<file path="src/esiu_pkg.sv">
// Shared constants for the extended stack instruction unit.
// Assumes a 12-bit data address space and 16-bit instruction words.
package esiu_pkg;

  // ****************************************************************
  // Widths
  // ****************************************************************
  localparam int unsigned ADDR_W = 12;
  localparam int unsigned DATA_W = 8;
  localparam int unsigned INSTR_W = 16;
  localparam int unsigned PC_W = 21;

  // ****************************************************************
  // Opcode fields
  // ****************************************************************
  localparam logic [7:0] OP_SUB = 8'he9;
  localparam logic [7:0] OP_PUSH = 8'hea;
  localparam logic [7:0] OP_MOVE = 8'heb;
  localparam logic [3:0] OP_WORD2 = 4'hf;
  localparam int unsigned MOVE_KIND_BIT = 7;
  localparam logic [1:0] SEL_RETURN = 2'h3;
  localparam logic [1:0] SEL_STACK = 2'h2;

  // ****************************************************************
  // Address mapping
  // ****************************************************************
  localparam logic [7:0] OFFSET_LIMIT = 8'h5f;
  localparam logic [3:0] ACCESS_HI_BANK = 4'hf;
  localparam logic [3:0] ACCESS_LO_BANK = 4'h0;
  localparam logic [ADDR_W-1:0] INDIR_LO_DEF = 12'hfd9;
  localparam logic [ADDR_W-1:0] INDIR_HI_DEF = 12'hfef;

  // ****************************************************************
  // Register map (byte addresses) and reset values
  // ****************************************************************
  localparam logic [7:0] REG_CTRL = 8'h00;
  localparam logic [7:0] REG_PTR0 = 8'h04;
  localparam logic [7:0] REG_PTR1 = 8'h08;
  localparam logic [7:0] REG_PTR2 = 8'h0c;
  localparam logic [7:0] REG_STATUS = 8'h10;
  localparam int unsigned CTRL_EXT_BIT = 0;
  localparam logic CTRL_EXT_RST = 1'b0;
  localparam logic [ADDR_W-1:0] PTR_RST = 12'h000;
  localparam logic [DATA_W-1:0] INDIR_READ_VALUE = 8'h00;

  // ****************************************************************
  // Sequencer states
  // ****************************************************************
  typedef enum logic [3:0] {
    ST_IDLE  = 4'b0001,
    ST_WORD2 = 4'b0010,
    ST_READ  = 4'b0100,
    ST_NOP   = 4'b1000
  } esiu_state_t;

endpackage

</file>
<file path="src/esiu_map_if.sv">
// Carries a file operand to the address mapper and the mapped address back.
// Assumes a purely combinational mapper.
`timescale 1ns/1ns
`default_nettype none
interface esiu_map_if;
  import esiu_pkg::*;
  logic [7:0]        operand;
  logic              access_bit;
  logic              ext_en;
  logic [ADDR_W-1:0] stack_ptr;
  logic [3:0]        bank;
  logic [ADDR_W-1:0] addr;
  modport requester (output operand, access_bit, ext_en, stack_ptr, bank, input addr);
  modport mapper (input operand, access_bit, ext_en, stack_ptr, bank, output addr);
endinterface
`default_nettype wire

</file>
<file path="src/esiu_top.sv">
// Extended stack instruction unit: indexed moves, push literal, pointer subtract
// with optional return, and remapping of standard file operands.
// Assumes the fetch stage offers words with valid/ready and data memory presents
// read data during the cycle in which the read strobe stands.
//
// The implementer's own choices: the register offsets and the APB register port.
`timescale 1ns/1ns
`default_nettype none

module esiu_top
  import esiu_pkg::*;
#(
  parameter logic [ADDR_W-1:0] INDIR_LO = INDIR_LO_DEF,
  parameter logic [ADDR_W-1:0] INDIR_HI = INDIR_HI_DEF
) (
  // Clock and reset
  input  wire logic               i_clk,
  input  wire logic               i_rst,
  // APB slave
  input  wire logic               i_psel,
  input  wire logic               i_penable,
  input  wire logic               i_pwrite,
  input  wire logic [7:0]         i_paddr,
  input  wire logic [31:0]        i_pwdata,
  output logic                    o_pready,
  output logic [31:0]             o_prdata,
  output logic                    o_pslverr,
  // Instruction words
  input  wire logic               i_instr_valid,
  input  wire logic [INSTR_W-1:0] i_instr,
  output logic                    o_instr_ready,
  // Return path
  input  wire logic [PC_W-1:0]    i_return_top,
  output logic                    o_pc_load,
  output logic [PC_W-1:0]         o_pc_value,
  // Data memory
  output logic                    o_mem_rd,
  output logic                    o_mem_wr,
  output logic [ADDR_W-1:0]       o_mem_addr,
  output logic [DATA_W-1:0]       o_mem_wdata,
  input  wire logic [DATA_W-1:0]  i_mem_rdata,
  // Standard file operand remapping
  input  wire logic               i_file_valid,
  input  wire logic [7:0]         i_file_operand,
  input  wire logic               i_file_access,
  input  wire logic               i_file_dest,
  input  wire logic [3:0]         i_bank_select,
  output logic                    o_file_valid,
  output logic [ADDR_W-1:0]       o_file_addr,
  output logic                    o_file_dest
);

  // ****************************************************************
  // Elaboration checks
  // ****************************************************************
  if (INDIR_LO > INDIR_HI) begin : g_bad_range
    $error("esiu_top: indirect register range is reversed");
  end

  // ****************************************************************
  // State
  // ****************************************************************
  esiu_state_t       state;
  esiu_state_t       next_state;
  logic              ext_en;
  logic [ADDR_W-1:0] ptr [3];
  logic [ADDR_W-1:0] src_addr;
  logic              src_indir;
  logic              move_kind;
  logic [ADDR_W-1:0] dst_addr;

  // ****************************************************************
  // Decode of the offered word
  // ****************************************************************
  logic              take;
  logic [7:0]        op_hi;
  logic [1:0]        sel;
  logic [5:0]        lit6;
  logic [ADDR_W-1:0] idx_addr;
  logic [ADDR_W-1:0] word2_dst;
  logic              word2_ok;
  logic              dst_indir;

  assign take = i_instr_valid && o_instr_ready;
  assign op_hi = i_instr[15:8];
  assign sel = i_instr[7:6];
  assign lit6 = i_instr[5:0];
  // Stack pointer plus the low 7 bits, wrapping in 12 bits
  assign idx_addr = ADDR_W'(ptr[SEL_STACK] + {5'h00, i_instr[6:0]});
  assign word2_ok = (i_instr[15:12] == OP_WORD2);
  assign word2_dst = move_kind ? idx_addr : i_instr[11:0];
  assign dst_indir = (word2_dst >= INDIR_LO) && (word2_dst <= INDIR_HI);

  // ****************************************************************
  // Sequencer
  // ****************************************************************
  always_comb begin
    next_state = state;
    case (state)
      ST_IDLE: begin
        if (take && ext_en) begin
          if (op_hi == OP_MOVE) begin
            next_state = ST_WORD2;
          end else if (op_hi == OP_SUB && sel == SEL_RETURN) begin
            next_state = ST_NOP;
          end
        end
      end
      ST_WORD2: begin
        if (take) begin
          // A bad second word or an indirect indexed destination ends as a no-op
          if (word2_ok && !(move_kind && dst_indir)) begin
            next_state = ST_READ;
          end else begin
            next_state = ST_IDLE;
          end
        end
      end
      ST_READ: next_state = ST_IDLE;
      ST_NOP:  next_state = ST_IDLE;
      default: next_state = ST_IDLE;
    endcase
  end

  always_ff @(posedge i_clk or posedge i_rst) begin
    if (i_rst) begin
      state <= ST_IDLE;
      o_instr_ready <= 1'b0;
    end else begin
      state <= next_state;
      o_instr_ready <= (next_state == ST_IDLE) || (next_state == ST_WORD2);
    end
  end

  // ****************************************************************
  // Move operands
  // ****************************************************************
  always_ff @(posedge i_clk or posedge i_rst) begin
    if (i_rst) begin
      src_addr <= '0;
      src_indir <= 1'b0;
      move_kind <= 1'b0;
      dst_addr <= '0;
    end else if (take && state == ST_IDLE) begin
      src_addr <= idx_addr;
      src_indir <= (idx_addr >= INDIR_LO) && (idx_addr <= INDIR_HI);
      move_kind <= i_instr[MOVE_KIND_BIT];
    end else if (take && state == ST_WORD2) begin
      dst_addr <= word2_dst;
    end
  end

  // ****************************************************************
  // Data memory strobes
  // ****************************************************************
  always_ff @(posedge i_clk or posedge i_rst) begin
    if (i_rst) begin
      o_mem_rd <= 1'b0;
      o_mem_wr <= 1'b0;
      o_mem_addr <= '0;
      o_mem_wdata <= '0;
    end else begin
      o_mem_rd <= 1'b0;
      o_mem_wr <= 1'b0;
      if (state == ST_IDLE && take && ext_en && op_hi == OP_PUSH) begin
        o_mem_wr <= 1'b1;
        o_mem_addr <= ptr[SEL_STACK];
        o_mem_wdata <= i_instr[7:0];
      end else if (state == ST_WORD2 && take && next_state == ST_READ) begin
        // An indirect source is never read: no side effects on its pointer
        o_mem_rd <= !src_indir;
        o_mem_addr <= src_addr;
      end else if (state == ST_READ) begin
        o_mem_wr <= 1'b1;
        o_mem_addr <= dst_addr;
        o_mem_wdata <= src_indir ? INDIR_READ_VALUE : i_mem_rdata;
      end
    end
  end

  // ****************************************************************
  // Return request
  // ****************************************************************
  always_ff @(posedge i_clk or posedge i_rst) begin
    if (i_rst) begin
      o_pc_load <= 1'b0;
      o_pc_value <= '0;
    end else begin
      o_pc_load <= 1'b0;
      if (state == ST_IDLE && next_state == ST_NOP) begin
        o_pc_load <= 1'b1;
        o_pc_value <= i_return_top;
      end
    end
  end

  // ****************************************************************
  // Pointers and control (APB writes lose to instruction updates)
  // ****************************************************************
  logic apb_wr;
  logic apb_setup;
  assign apb_wr = i_psel && i_penable && o_pready && i_pwrite;
  assign apb_setup = i_psel && !i_penable;

  always_ff @(posedge i_clk or posedge i_rst) begin
    if (i_rst) begin
      ext_en <= CTRL_EXT_RST;
    end else if (apb_wr && i_paddr == REG_CTRL) begin
      ext_en <= i_pwdata[CTRL_EXT_BIT];
    end
  end

  always_ff @(posedge i_clk or posedge i_rst) begin
    if (i_rst) begin
      ptr[0] <= PTR_RST;
      ptr[1] <= PTR_RST;
      ptr[2] <= PTR_RST;
    end else if (state == ST_IDLE && take && ext_en && op_hi == OP_PUSH) begin
      ptr[SEL_STACK] <= ADDR_W'(ptr[SEL_STACK] - 12'h001);
    end else if (state == ST_IDLE && take && ext_en && op_hi == OP_SUB) begin
      if (sel == SEL_RETURN) begin
        ptr[SEL_STACK] <= ADDR_W'(ptr[SEL_STACK] - {6'h00, lit6});
      end else begin
        ptr[sel] <= ADDR_W'(ptr[sel] - {6'h00, lit6});
      end
    end else if (apb_wr) begin
      if (i_paddr == REG_PTR0) begin
        ptr[0] <= i_pwdata[ADDR_W-1:0];
      end else if (i_paddr == REG_PTR1) begin
        ptr[1] <= i_pwdata[ADDR_W-1:0];
      end else if (i_paddr == REG_PTR2) begin
        ptr[2] <= i_pwdata[ADDR_W-1:0];
      end
    end
  end

  // ****************************************************************
  // APB answer: ready and data prepared in the setup cycle
  // ****************************************************************
  always_ff @(posedge i_clk or posedge i_rst) begin
    if (i_rst) begin
      o_pready <= 1'b0;
      o_prdata <= '0;
      o_pslverr <= 1'b0;
    end else begin
      o_pready <= apb_setup;
      o_pslverr <= 1'b0;
      o_prdata <= '0;
      if (apb_setup) begin
        if (i_paddr == REG_CTRL) begin
          o_prdata <= {31'h0, ext_en};
        end else if (i_paddr == REG_PTR0) begin
          o_prdata <= {20'h0, ptr[0]};
        end else if (i_paddr == REG_PTR1) begin
          o_prdata <= {20'h0, ptr[1]};
        end else if (i_paddr == REG_PTR2) begin
          o_prdata <= {20'h0, ptr[2]};
        end else if (i_paddr == REG_STATUS) begin
          o_prdata <= {28'h0, state};
        end else begin
          o_pslverr <= 1'b1;
        end
      end
    end
  end

  // ****************************************************************
  // Standard operand remapping
  // ****************************************************************
  esiu_map_if map_bus ();
  assign map_bus.operand = i_file_operand;
  assign map_bus.access_bit = i_file_access;
  assign map_bus.ext_en = ext_en;
  assign map_bus.stack_ptr = ptr[SEL_STACK];
  assign map_bus.bank = i_bank_select;

  esiu_addr_map u_map (
    .m (map_bus.mapper)
  );

  always_ff @(posedge i_clk or posedge i_rst) begin
    if (i_rst) begin
      o_file_valid <= 1'b0;
      o_file_addr <= '0;
      o_file_dest <= 1'b0;
    end else begin
      o_file_valid <= i_file_valid;
      o_file_addr <= map_bus.addr;
      o_file_dest <= i_file_dest;
    end
  end

endmodule
`default_nettype wire

</file>
<file path="src/esiu_addr_map.sv">
// Maps the 8-bit file operand of standard byte and bit instructions to a data address.
// Assumes the caller registers the result.
`timescale 1ns/1ns
`default_nettype none
module esiu_addr_map
  import esiu_pkg::*;
(
  esiu_map_if.mapper m
);
  always_comb begin
    if (m.access_bit) begin
      m.addr = {m.bank, m.operand};
    end else if (m.ext_en && (m.operand <= OFFSET_LIMIT)) begin
      // Zero pointer gives the plain low access bank again
      m.addr = ADDR_W'(m.stack_ptr + {4'h0, m.operand});
    end else if (m.operand <= OFFSET_LIMIT) begin
      m.addr = {ACCESS_LO_BANK, m.operand};
    end else begin
      m.addr = {ACCESS_HI_BANK, m.operand};
    end
  end
endmodule
`default_nettype wire

</file>
<file path="config.mk">
export PLATFORM = sky130hd
export DESIGN_NAME = esiu_top
export DESIGN_NICKNAME = d
export VERILOG_FILES = /design/src/esiu_pkg.sv /design/src/esiu_map_if.sv /design/src/esiu_top.sv /design/src/esiu_addr_map.sv
export SDC_FILE = /design/constraint.sdc
export NUM_CORES = 1
export LEC_CHECK = 0
export BUFFER_PORTS_ARGS = -buffer_cell sky130_fd_sc_hd__buf_2
export CAP_MARGIN = 25
export CORE_ASPECT_RATIO = 0.6
export CORE_MARGIN = 4
export CORE_UTILIZATION = 33
export DETAILED_ROUTE_END_ITERATION = 8
export PLACE_DENSITY = 0.64
export SLEW_MARGIN = 20
export SYNTH_ARGS = -nofsm -noshare
export SYNTH_HDL_FRONTEND = slang
export SYNTH_HIERARCHICAL = 1
export SYNTH_SLANG_ARGS = --single-unit
</file>
<file path="constraint.sdc">
create_clock -name i_clk -period 5.7 [get_ports i_clk]
set_input_delay 1.14 -clock i_clk [delete_from_list [all_inputs] [get_ports i_clk]]
set_output_delay 1.14 -clock i_clk [all_outputs]
set_load 0.02 [all_outputs]
</file>
==> results of run 1 <==
[layout make-up]
class                      count  area [um^2]  area share, %
clock buffer                  21          470           4.45
timing repair buffer         179          953           9.01
antenna                        2         5.00         0.0473
clock inverter                11          141           1.34
tap                          360          450           4.26
sequential                   140         3500           33.1
inverter                      41          159           1.50
multi-input combinational    774         4900           46.3
[layer usage]
layer,vias to the layer above,share of wire (%)
li1,3857,-
met4,2,1.2
met5,-,0.28
met2,376,39
met3,24,12
met1,3946,48
[cells in the final DEF, fill, tap and decap left out, types with 4 or more instances in the layout]
master     netlist  final
a211oi_1         8      8
a21o_1          12     12
a21oi_1         93     93
a222oi_1         8      8
a22o_1           8      8
a31oi_1          6      6
a32oi_1          4      4
and3_1           9      9
buf_2           10    159
buf_4           20     19
clkbuf_16        0     17
clkinv_2         0      4
conb_1           1     20
dfrtp_1        139    139
fa_1             4      4
ha_1            29     29
inv_1           40     39
mux2_2          28     28
mux2i_1         30     30
nand2_1        121    121
nand2b_1        11     11
nand3_1         17     17
nand4_1          7      7
nor2_1          82     81
nor2b_1         17     17
nor3_1          22     21
nor4_1           5      4
o211ai_1        16     16
o21a_1          21     21
o21ai_0         82     82
o21bai_1         7      7
o31ai_1          4      4
or2_2            6      6
or3_1           11     11
or4_1            4      4
xnor2_1         12     12
xor2_1          15     15
[registers in the layout (all words and copies together) (netlist names)]
name,cells
o_file_addr,12
ext_en,1
o_pslverr,1
o_mem_wr,1
o_file_valid,1
o_pc_load,1
o_mem_wdata,8
o_prdata,12
map_bus.stack_ptr,12
o_file_dest,1
ptr,24
o_mem_addr,12
state,4
move_kind,1
src_indir,1
o_mem_rd,1
o_pc_value,21
src_addr,12
o_pready,1
o_instr_ready,1
dst_addr,12
[power groups by stage]
stage	logic, mW	registers, mW	clock network [mW]
finish	0.245	1.02	1.17
CTS	0.243	1.02	1.20
global route	0.272	1.02	1.24
detailed placement	0.242	1.04	0
global placement	0.237	1.04	0
floorplan	0.154	1.04	0
[through the flow]
| step | cells | util [%] | worst slack, ns | power, mW |
|---|---|---|---|---|
| finish | 1528 | 40.0 | 1.50 | 2.44 |
| global route | 1526 | 40.0 | 1.36 | 2.54 |
| CTS | 1525 | 40.0 | 1.61 | 2.46 |
| detailed placement | 1493 | 37.7 | 1.14 | 1.28 |
| global placement | 1492 | 37.6 | 1.21 | 1.27 |
| floorplan | 1037 | - | 0.809 | 1.20 |
[cell families (layout without fill, tap and decap cells)]
family | Yosys count | count (layout) | synth area share, %
compound gates | 307 | 307 | 22.2
other cells | 1 | 22 | 0.0423
mux | 58 | 58 | 6.94
flops | 140 | 140 | 39.5
buf+inv | 123 | 252 | 6.28
simple gates | 329 | 329 | 17.4
fa+ha+maj | 33 | 33 | 4.99
xor+xnor | 27 | 27 | 2.67
[critical path: cells and delay by family]
kind,cells,cell delay (ns)
AOI/OAI and AO/OA,5,1.52
and+or+nand+nor,2,0.75
adders and majority gates,2,0.53
buffers and inverters,2,0.37
xor gates and xnor gates,1,0.20
[worst paths after layout]
| check | from | to | slack [ns] | depth (start not counted) |
|---|---|---|---|---|
| max reg2reg | map_bus.stack_ptr[2] | o_mem_addr[2] | 1.68 | 10 |
| max in group asynchronous | i_rst | o_pslverr | 3.87 | 3 |
| min | dst_addr[6] | dst_addr[6] | 0.48 | 1 |
| min reg2reg | dst_addr[6] | dst_addr[6] | 0.48 | 1 |
| max | i_instr[6] | map_bus.stack_ptr[8] | 1.50 | 12 |
| min in group asynchronous | i_rst | o_file_valid | 0.75 | 2 |
==> impl_metrics.yaml, run 1 <==
power:
  switchingPower_mw: 0.623
  p_clk_share_pct: 48.0
  powerDensity_nw_per_um2: 230
  leakage_nw: 5.05
  vdd_drop_max_mv: 0.189
  power_switching_share_pct: 25.6
  seqPwrFrac_pct: 41.9
  power.internal_mw: 1.81
  pwr-share-comb_pct: 10.1
setup_path:
  path_common_cell: "a21oi_1"
  cp_slowest_cell: "nor2b_1"
  cp_max_fo: 15
  crit_chain: "buf_2 > nor2b_1 > a21oi_1 > ha_1 > inv_1 > fa_1 > a21oi_1 > o211ai_1 > nor3_1 > xor2_1 > a2111oi_0 > a21oi_1"
  critPathLaunchType: "input pin"
  cp.arrival_ns: 4.51
  worstSetupPathType: "in -> reg"
  cpPeakStageDelay_ns: 0.61
  endpoint_kind: "flop"
  required_ns: 6.02
placement:
  io_buffers: 158
  hpwl_mm: 21.8
  gp_congestion: 0.964
  dpl_cell_area_um2: 9950
synth:
  synth_top_cell_by_area: "dfrtp_1"
  syn-instance-count: 1018
  synth_top_area_share_pct: 39.2
  synth-async-reset-ratio_pct: 100
  syn_avg_cell_area_um2: 8.72
  yosysWarnings: 6
  synth_common_cells: "dfrtp_1 (139), nand2_1 (121), a21oi_1 (93)"
  ys_types: 72
  synth.area.top_cells: "dfrtp_1 (39%), a21oi_1 (5.2%), nand2_1 (5.1%)"
  yosysMostFrequentCell: "dfrtp_1"
  synth_edf_count: 0
  ys_seq_area_share_pct: 39.5
  synth_seq_cells: 140
  netlist_area_um2: 8870
  synthFlopType: "dfrtp_1"
finish:
  stdcell_area_um2: 10600
  drive_above_1_share_pct: 22.3
  fillCellCount: 2658
  final_nets: 1292
  area_growth_pct: 19.2
clock_tree:
  cts_setup_buffers: 0
  clock_path_buffers: 2
  cts_sinks: 140
  cts_tree: "built"
  cts-resized-gates: 0
  hold_buffers: 0
  numCtsBuffers: 17
  clkTransAtPathRegs_ns: 0.06
  root_buffer: "clkbuf_16"
  clk_latency_ns: 0.45
  h-tree-depth: 4
floorplanning:
  core.rowCount: 46
  pin_count: 199
  core_area_um2: 26400
  die_y_um: 135
  start_util_pct: 33.6
  die-area_um2: 29700
  die_w_um: 220
worst_hold_path:
  hold_path.class: "reg -> reg"
grt:
  grt_antenna_before_repair: 0
  grt_max_degree: 56
  grt_pass1_vias: 7787
  grt_pass1_wl_mm: 44.8
  grtUsageMet3_pct: 7.35
  global_route.usage.met1_pct: 30.1
  grt_usage_pct: 19.7
  globalRouteOverflowTotal: 0
  gr-max-usage-layer: "met1"
  grt_use_met2_pct: 25.6
drt:
  vias: 8205
  vias_per_cell: 5.37
  postRouteWirelength_mm: 29.0
  drt_iter0_drc: 885
  wire_per_inst_um: 19.0
  antenna_left: 0
  drc: 0
  drt_pre_antenna_iters: 5
timing:
  period_share_pct: 73.6
  max_freq_mhz: 238
  rsz0062_at_grt: "no"
  max_slew_margin_pct: 36.6
  final_max_slew_viol_count: 0
  hold_viol_final: 0
  layout_min_cycle_time_ns: 4.20
  finClkSkew_ns: 0.0129
  timing.hold.ws_ns: 0.477
  worstMarginPinSlew_ns: 0.944
  finalSetupViolations: 0
  fin_setup_tns_ns: 0
run:
  max_cap_viol_count: 0
outcome:
  outcome: "finished, final reports clean"
No activity file was read; power rests on OpenSTA's default activity.
==> inputs of run 2 (changes only) <==
Settings changed: PLACE_DENSITY 0.64 to 0.66.
Clock period 5.7 ns to 3.65 ns, I/O delays scaled along.
==> run 2 against run 1 <==
Against the previous run:
- combinational power increased by 73%
- global-route usage increased by 0.78 points
- critical path depth down 1
- non-clock buffer count grew 63
- first-iteration DRC count is 5.3% lower
- setup slack got worse by 1.3 ns
- register-to-register slack got worse by 1.5 ns
- cell area is 4.7% higher
- cell count up 3.9%
- sequential share of layout area is 1.5 points lower
- flip-flop and latch count unchanged
- highest routed layer is now met4
==> impl_metrics.yaml, run 2 (synthesis gave the netlist of run 1 again) <==
run:
  max_cap_viol_count: 0
finish:
  fillCellCount: 2640
  multi_input_area_um2: 4900
  top_register: "ptr"
  drive_above_1_share_pct: 26.5
  final_nets: 1355
  final_common_cell: "buf_2"
  area_growth_pct: 24.8
  seq_area_um2: 3500
  largest_reg_flops: 24
  instances_no_fill: 1588
  num_antenna_cells: 0
  final_cell_mix: "buf_2 (158), dfrtp_1 (139), nand2_1 (121)"
  reg_top3: "ptr: 24 flops, o_pc_value: 21 flops"
setup_path:
  r2r_start: "map_bus.stack_ptr[0]"
  cp_max_fo: 11
  critPathLaunchType: "flop"
  r2r_slack_ns: 0.18
  cp.arrival_ns: 3.79
  endpoint_kind: "flop"
  rr_endpoint: "o_mem_addr[2]"
  worstSetupPathType: "reg -> reg"
  required_ns: 3.97
  r2r_cells: 11
grt:
  grt_pass1_wl_mm: 46.6
  grt_usage_pct: 20.5
  globalRouteOverflowTotal: 0
  grt_antenna_before_repair: 0
  grt_max_degree: 57
  grt_pass1_vias: 8131
timing:
  worstMarginPinSlew_ns: 0.748
  rsz0062_at_grt: "no"
  fin_setup_tns_ns: 0
  layout_min_cycle_time_ns: 3.47
  max_freq_mhz: 288
  finClkSkew_ns: 0.00861
  timing.hold.ws_ns: 0.394
  max_slew_margin_pct: 50.0
  final_max_slew_viol_count: 0
  finalSetupViolations: 0
  hold_viol_final: 0
  period_share_pct: 95.1
clock_tree:
  clock_path_buffers: 2
  clk_latency_ns: 0.45
  cts_setup_buffers: 0
  cts_tree: "built"
  cts_sinks: 140
  numCtsBuffers: 17
  clkTransAtPathRegs_ns: 0.06
  h-tree-depth: 4
  root_buffer: "clkbuf_16"
floorplanning:
  core.rowCount: 46
  die_w_um: 220
  start_util_pct: 33.6
  core_area_um2: 26400
  pin_count: 199
  die_y_um: 135
  die-area_um2: 29700
power:
  vdd_drop_max_mv: 0.262
  leakage_nw: 5.35
  powerDensity_nw_per_um2: 338
drt:
  drt_pre_antenna_iters: 5
  vias_per_cell: 5.35
  drc: 0
  drt_iter0_drc: 838
  wire_per_inst_um: 18.9
  postRouteWirelength_mm: 30.0
  antenna_left: 0
  vias: 8493
worst_hold_path:
  holdPathEnd: "o_file_dest"
  whs_path_depth: 1
  hold_path.class: "in -> reg"
  min_from: "i_file_dest"
outcome:
  outcome: "finished, final reports clean"
placement:
  gp_congestion: 0.998
  io_buffers: 158
  dp_cells: 1557
  hpwl_mm: 23.2
## run 2: how the worst max path moves through the flow
stage                     slack (ns)  depth (start not counted)               endpoint                  from
after CTS                       0.19                         12          o_mem_addr[0]  map_bus.stack_ptr[0]
after floorplan                0.006                         14  map_bus.stack_ptr[11]            i_instr[7]
after global routing            0.01                         13   map_bus.stack_ptr[8]  map_bus.stack_ptr[0]
final                           0.18                         11          o_mem_addr[2]  map_bus.stack_ptr[0]
after detailed placement       -0.15                         12          o_mem_addr[0]            i_instr[1]
after global placement         -0.09                         12          o_mem_addr[0]            i_instr[1]
## run 2: timing repair
| item | CTS | global route |
|---|---|---|
| endpoints found under the setup margin | 0 | 1 |
| hold buffers | 0 | 0 |
| resized for setup | 0 | 1 |
## run 2: stage by stage
stage	worst slack (ns)	instance area (um^2)	power, mW	util, %
6_report	0.178	11100	3.74	41.9
5_1_grt	0.0140	11100	3.90	41.9
4_1_cts	0.187	11100	3.78	41.9
3_5_place_dp	-0.154	10500	2.03	39.7
3_3_place_gp	-0.0854	10500	2.02	39.7
2_1_floorplan	0.00576	8950	1.87	-
## run 2: power breakdown
group / internal [mW] / total [mW] / switching, mW / leakage (nW)
sequential: 1.58 / 1.59 / 0.0116 / 1.89
clock: 1.03 / 1.73 / 0.705 / 0.272
combinational: 0.158 / 0.424 / 0.266 / 3.19
## run 2: layout make-up
cell class                      count  share of cell area (%)
Multi-Input combinational cell    774                    44.3
Sequential cell                   140                    31.6
Timing Repair Buffer              242                    13.4
Clock buffer                       19                    4.09
Tap cell                          360                    4.07
Inverter                           41                    1.43
Clock inverter                     12                    1.11
## run 2: per-layer routing
| metal | track usage, % | vias up | wire [um] |
|---|---|---|---|
| met4 | 4.81 | 0 | 317 |
| met1 | 31.3 | 4115 | 14600 |
| met3 | 7.11 | 29 | 3360 |
| met2 | 27.3 | 365 | 11800 |
| met5 | 0 | - | 0 |
| li1 | - | 3984 | - |
## run 2: critical path, stage by stage (launching register included)
cell      delay [ns]
dfrtp_1         0.55
ha_1            0.25
buf_4           0.11
nand2b_1        0.09
a2111o_1        0.46
a311oi_2        0.47
mux2_2          0.40
a2111o_1        0.45
nor3_4          0.16
nor3_2          0.09
buf_12          0.18
mux2i_1         0.12
==> inputs of run 3 (changes only) <==
Settings changed: CORE_ASPECT_RATIO 0.6 to 0.7.
==> run 3 against run 2 <==
Against the previous run:
- via count down 0.49%
- cell count about the same
- flip-flop and latch count unchanged
- sequential power about the same
- sequential share of layout area down 0.14 points
- utilization up 0.76 points
- non-clock buffer count up 3
- worst hold slack worse by 0.18 ns
- clock skew up 0.0033 ns
- fmax up 4.0%
- wire length down 1.6%
- total power up 4.0%
- critical endpoint is now o_mem_addr[5]
- largest power group unchanged
- highest routed layer unchanged
==> impl_metrics.yaml, run 3 (synthesis gave the netlist of run 1 again) <==
outcome:
  outcome: "finished, final reports clean"
finish:
  fillCellCount: 2622
  reg_top3: "ptr: 24 flops, o_pc_value: 21 flops"
  num_antenna_cells: 0
  final_common_cell: "buf_2"
  top_register: "ptr"
  largest_reg_flops: 24
  stdcell_area_um2: 11100
  final_nets: 1358
  drive_above_1_share_pct: 26.7
  final_cell_mix: "buf_2 (158), dfrtp_1 (139), nand2_1 (121)"
  area_growth_pct: 25.4
setup_path:
  critPathLaunchType: "flop"
  rr_endpoint: "o_mem_addr[5]"
  endpoint_kind: "flop"
  r2r_cells: 11
  required_ns: 4.00
  cp_max_fo: 11
  r2r_start: "map_bus.stack_ptr[1]"
  r2r_slack_ns: 0.31
  worstSetupPathType: "reg -> reg"
  cp.arrival_ns: 3.69
placement:
  dpl_cell_area_um2: 10500
  gp_congestion: 0.944
  hpwl_mm: 22.7
  io_buffers: 158
  pre_cts_slack_ns: -0.0994
drt:
  antenna_left: 0
  drt_iter0_drc: 696
  postRouteWirelength_mm: 29.6
  vias_per_cell: 5.32
  drt_pre_antenna_iters: 5
  vias: 8451
  wire_per_inst_um: 18.6
  drc: 0
timing:
  rsz0062_at_grt: "no"
  finClkSkew_ns: 0.0119
  setup_ws_ns: 0.313
  final_max_slew_viol_count: 0
  timing.hold.ws_ns: 0.218
  max_freq_mhz: 300
  max_slew_margin_pct: 54.8
  worstMarginPinSlew_ns: 0.678
  hold_viol_final: 0
  period_share_pct: 91.4
  finalSetupViolations: 0
  layout_min_cycle_time_ns: 3.34
grt:
  grt_pass1_wl_mm: 45.9
  grt_usage_pct: 19.6
  grt_antenna_before_repair: 0
  grt_max_degree: 42
  grt_pass1_vias: 8142
  globalRouteOverflowTotal: 0
clock_tree:
  cts_tree: "built"
  clk_latency_ns: 0.44
  cts-resized-gates: 0
  numCtsBuffers: 17
  h-tree-depth: 4
  clock_path_buffers: 2
  hold_buffers: 0
  root_buffer: "clkbuf_16"
  cts_sinks: 140
  clkTransAtPathRegs_ns: 0.06
  cts_setup_buffers: 0
power:
  finalPower_mw: 3.89
  powerDensity_nw_per_um2: 350
  vdd_drop_max_mv: 0.337
  leakage_nw: 5.40
worst_hold_path:
  hold_path.class: "in -> async"
floorplanning:
  core.rowCount: 49
  die-area_um2: 29600
  die_y_um: 145
  start_util_pct: 34.1
  core_area_um2: 26100
  pin_count: 199
  die_w_um: 204
run:
  max_cap_viol_count: 0
[run 3: worst max path at each step]
stage                     depth (start not counted)  slack (ns)               endpoint                 start
after floorplan                                  14       0.006  map_bus.stack_ptr[11]            i_instr[7]
after global placement                           13       -0.06          o_mem_addr[0]            i_instr[1]
after detailed placement                         13        -0.1          o_mem_addr[5]            i_instr[1]
after CTS                                        11        0.31          o_mem_addr[5]  map_bus.stack_ptr[1]
after global routing                             16        0.13   map_bus.stack_ptr[6]            i_instr[7]
final                                            11        0.31          o_mem_addr[5]  map_bus.stack_ptr[1]
[run 3: final cells by class]
| class | count | area (um^2) | share of cell area (%) |
|---|---|---|---|
| clock buffers | 19 | 453 | 4.07 |
| well taps | 357 | 447 | 4.02 |
| clock inverters | 13 | 171 | 1.54 |
| multi-input cells | 774 | 4900 | 44.1 |
| repair buffers | 245 | 1490 | 13.4 |
| inverters | 41 | 159 | 1.43 |
| flip-flops and latches | 140 | 3500 | 31.5 |
[run 3: per-stage QoR]
stage	utilization, %	TNS [ns]	cells
3_3_place_gp	40.2	-0.446	1555
4_1_cts	42.6	0	1587
3_5_place_dp	40.2	-0.968	1555
5_1_grt	42.7	0	1589
2_1_floorplan	-	0	1037
6_report	42.7	0	1589
[run 3: worst max-delay path, cell delays in order (launching register included)]
cell	delay (ns)
dfrtp_1	0.46
ha_1	0.31
nand2b_1	0.18
a2111o_1	0.43
a311oi_2	0.28
buf_4	0.17
mux2_2	0.34
a2111o_1	0.45
nor3_4	0.17
nor3_2	0.09
buf_12	0.18
mux2i_1	0.17
[run 3: layer usage]
metal  vias up  GRT usage, %  routed length, um
li1       3987             -                  -
met1      4106          29.7              14400
met2       337          27.5              12100
met3        21          6.22               2860
met4         0          3.75                236
met5         -             0                  0
[run 3: power by group]
part,internal (mW),total (mW),switching (mW)
combinational,0.158,0.420,0.262
clock,1.17,1.89,0.717
sequential,1.57,1.59,0.0115
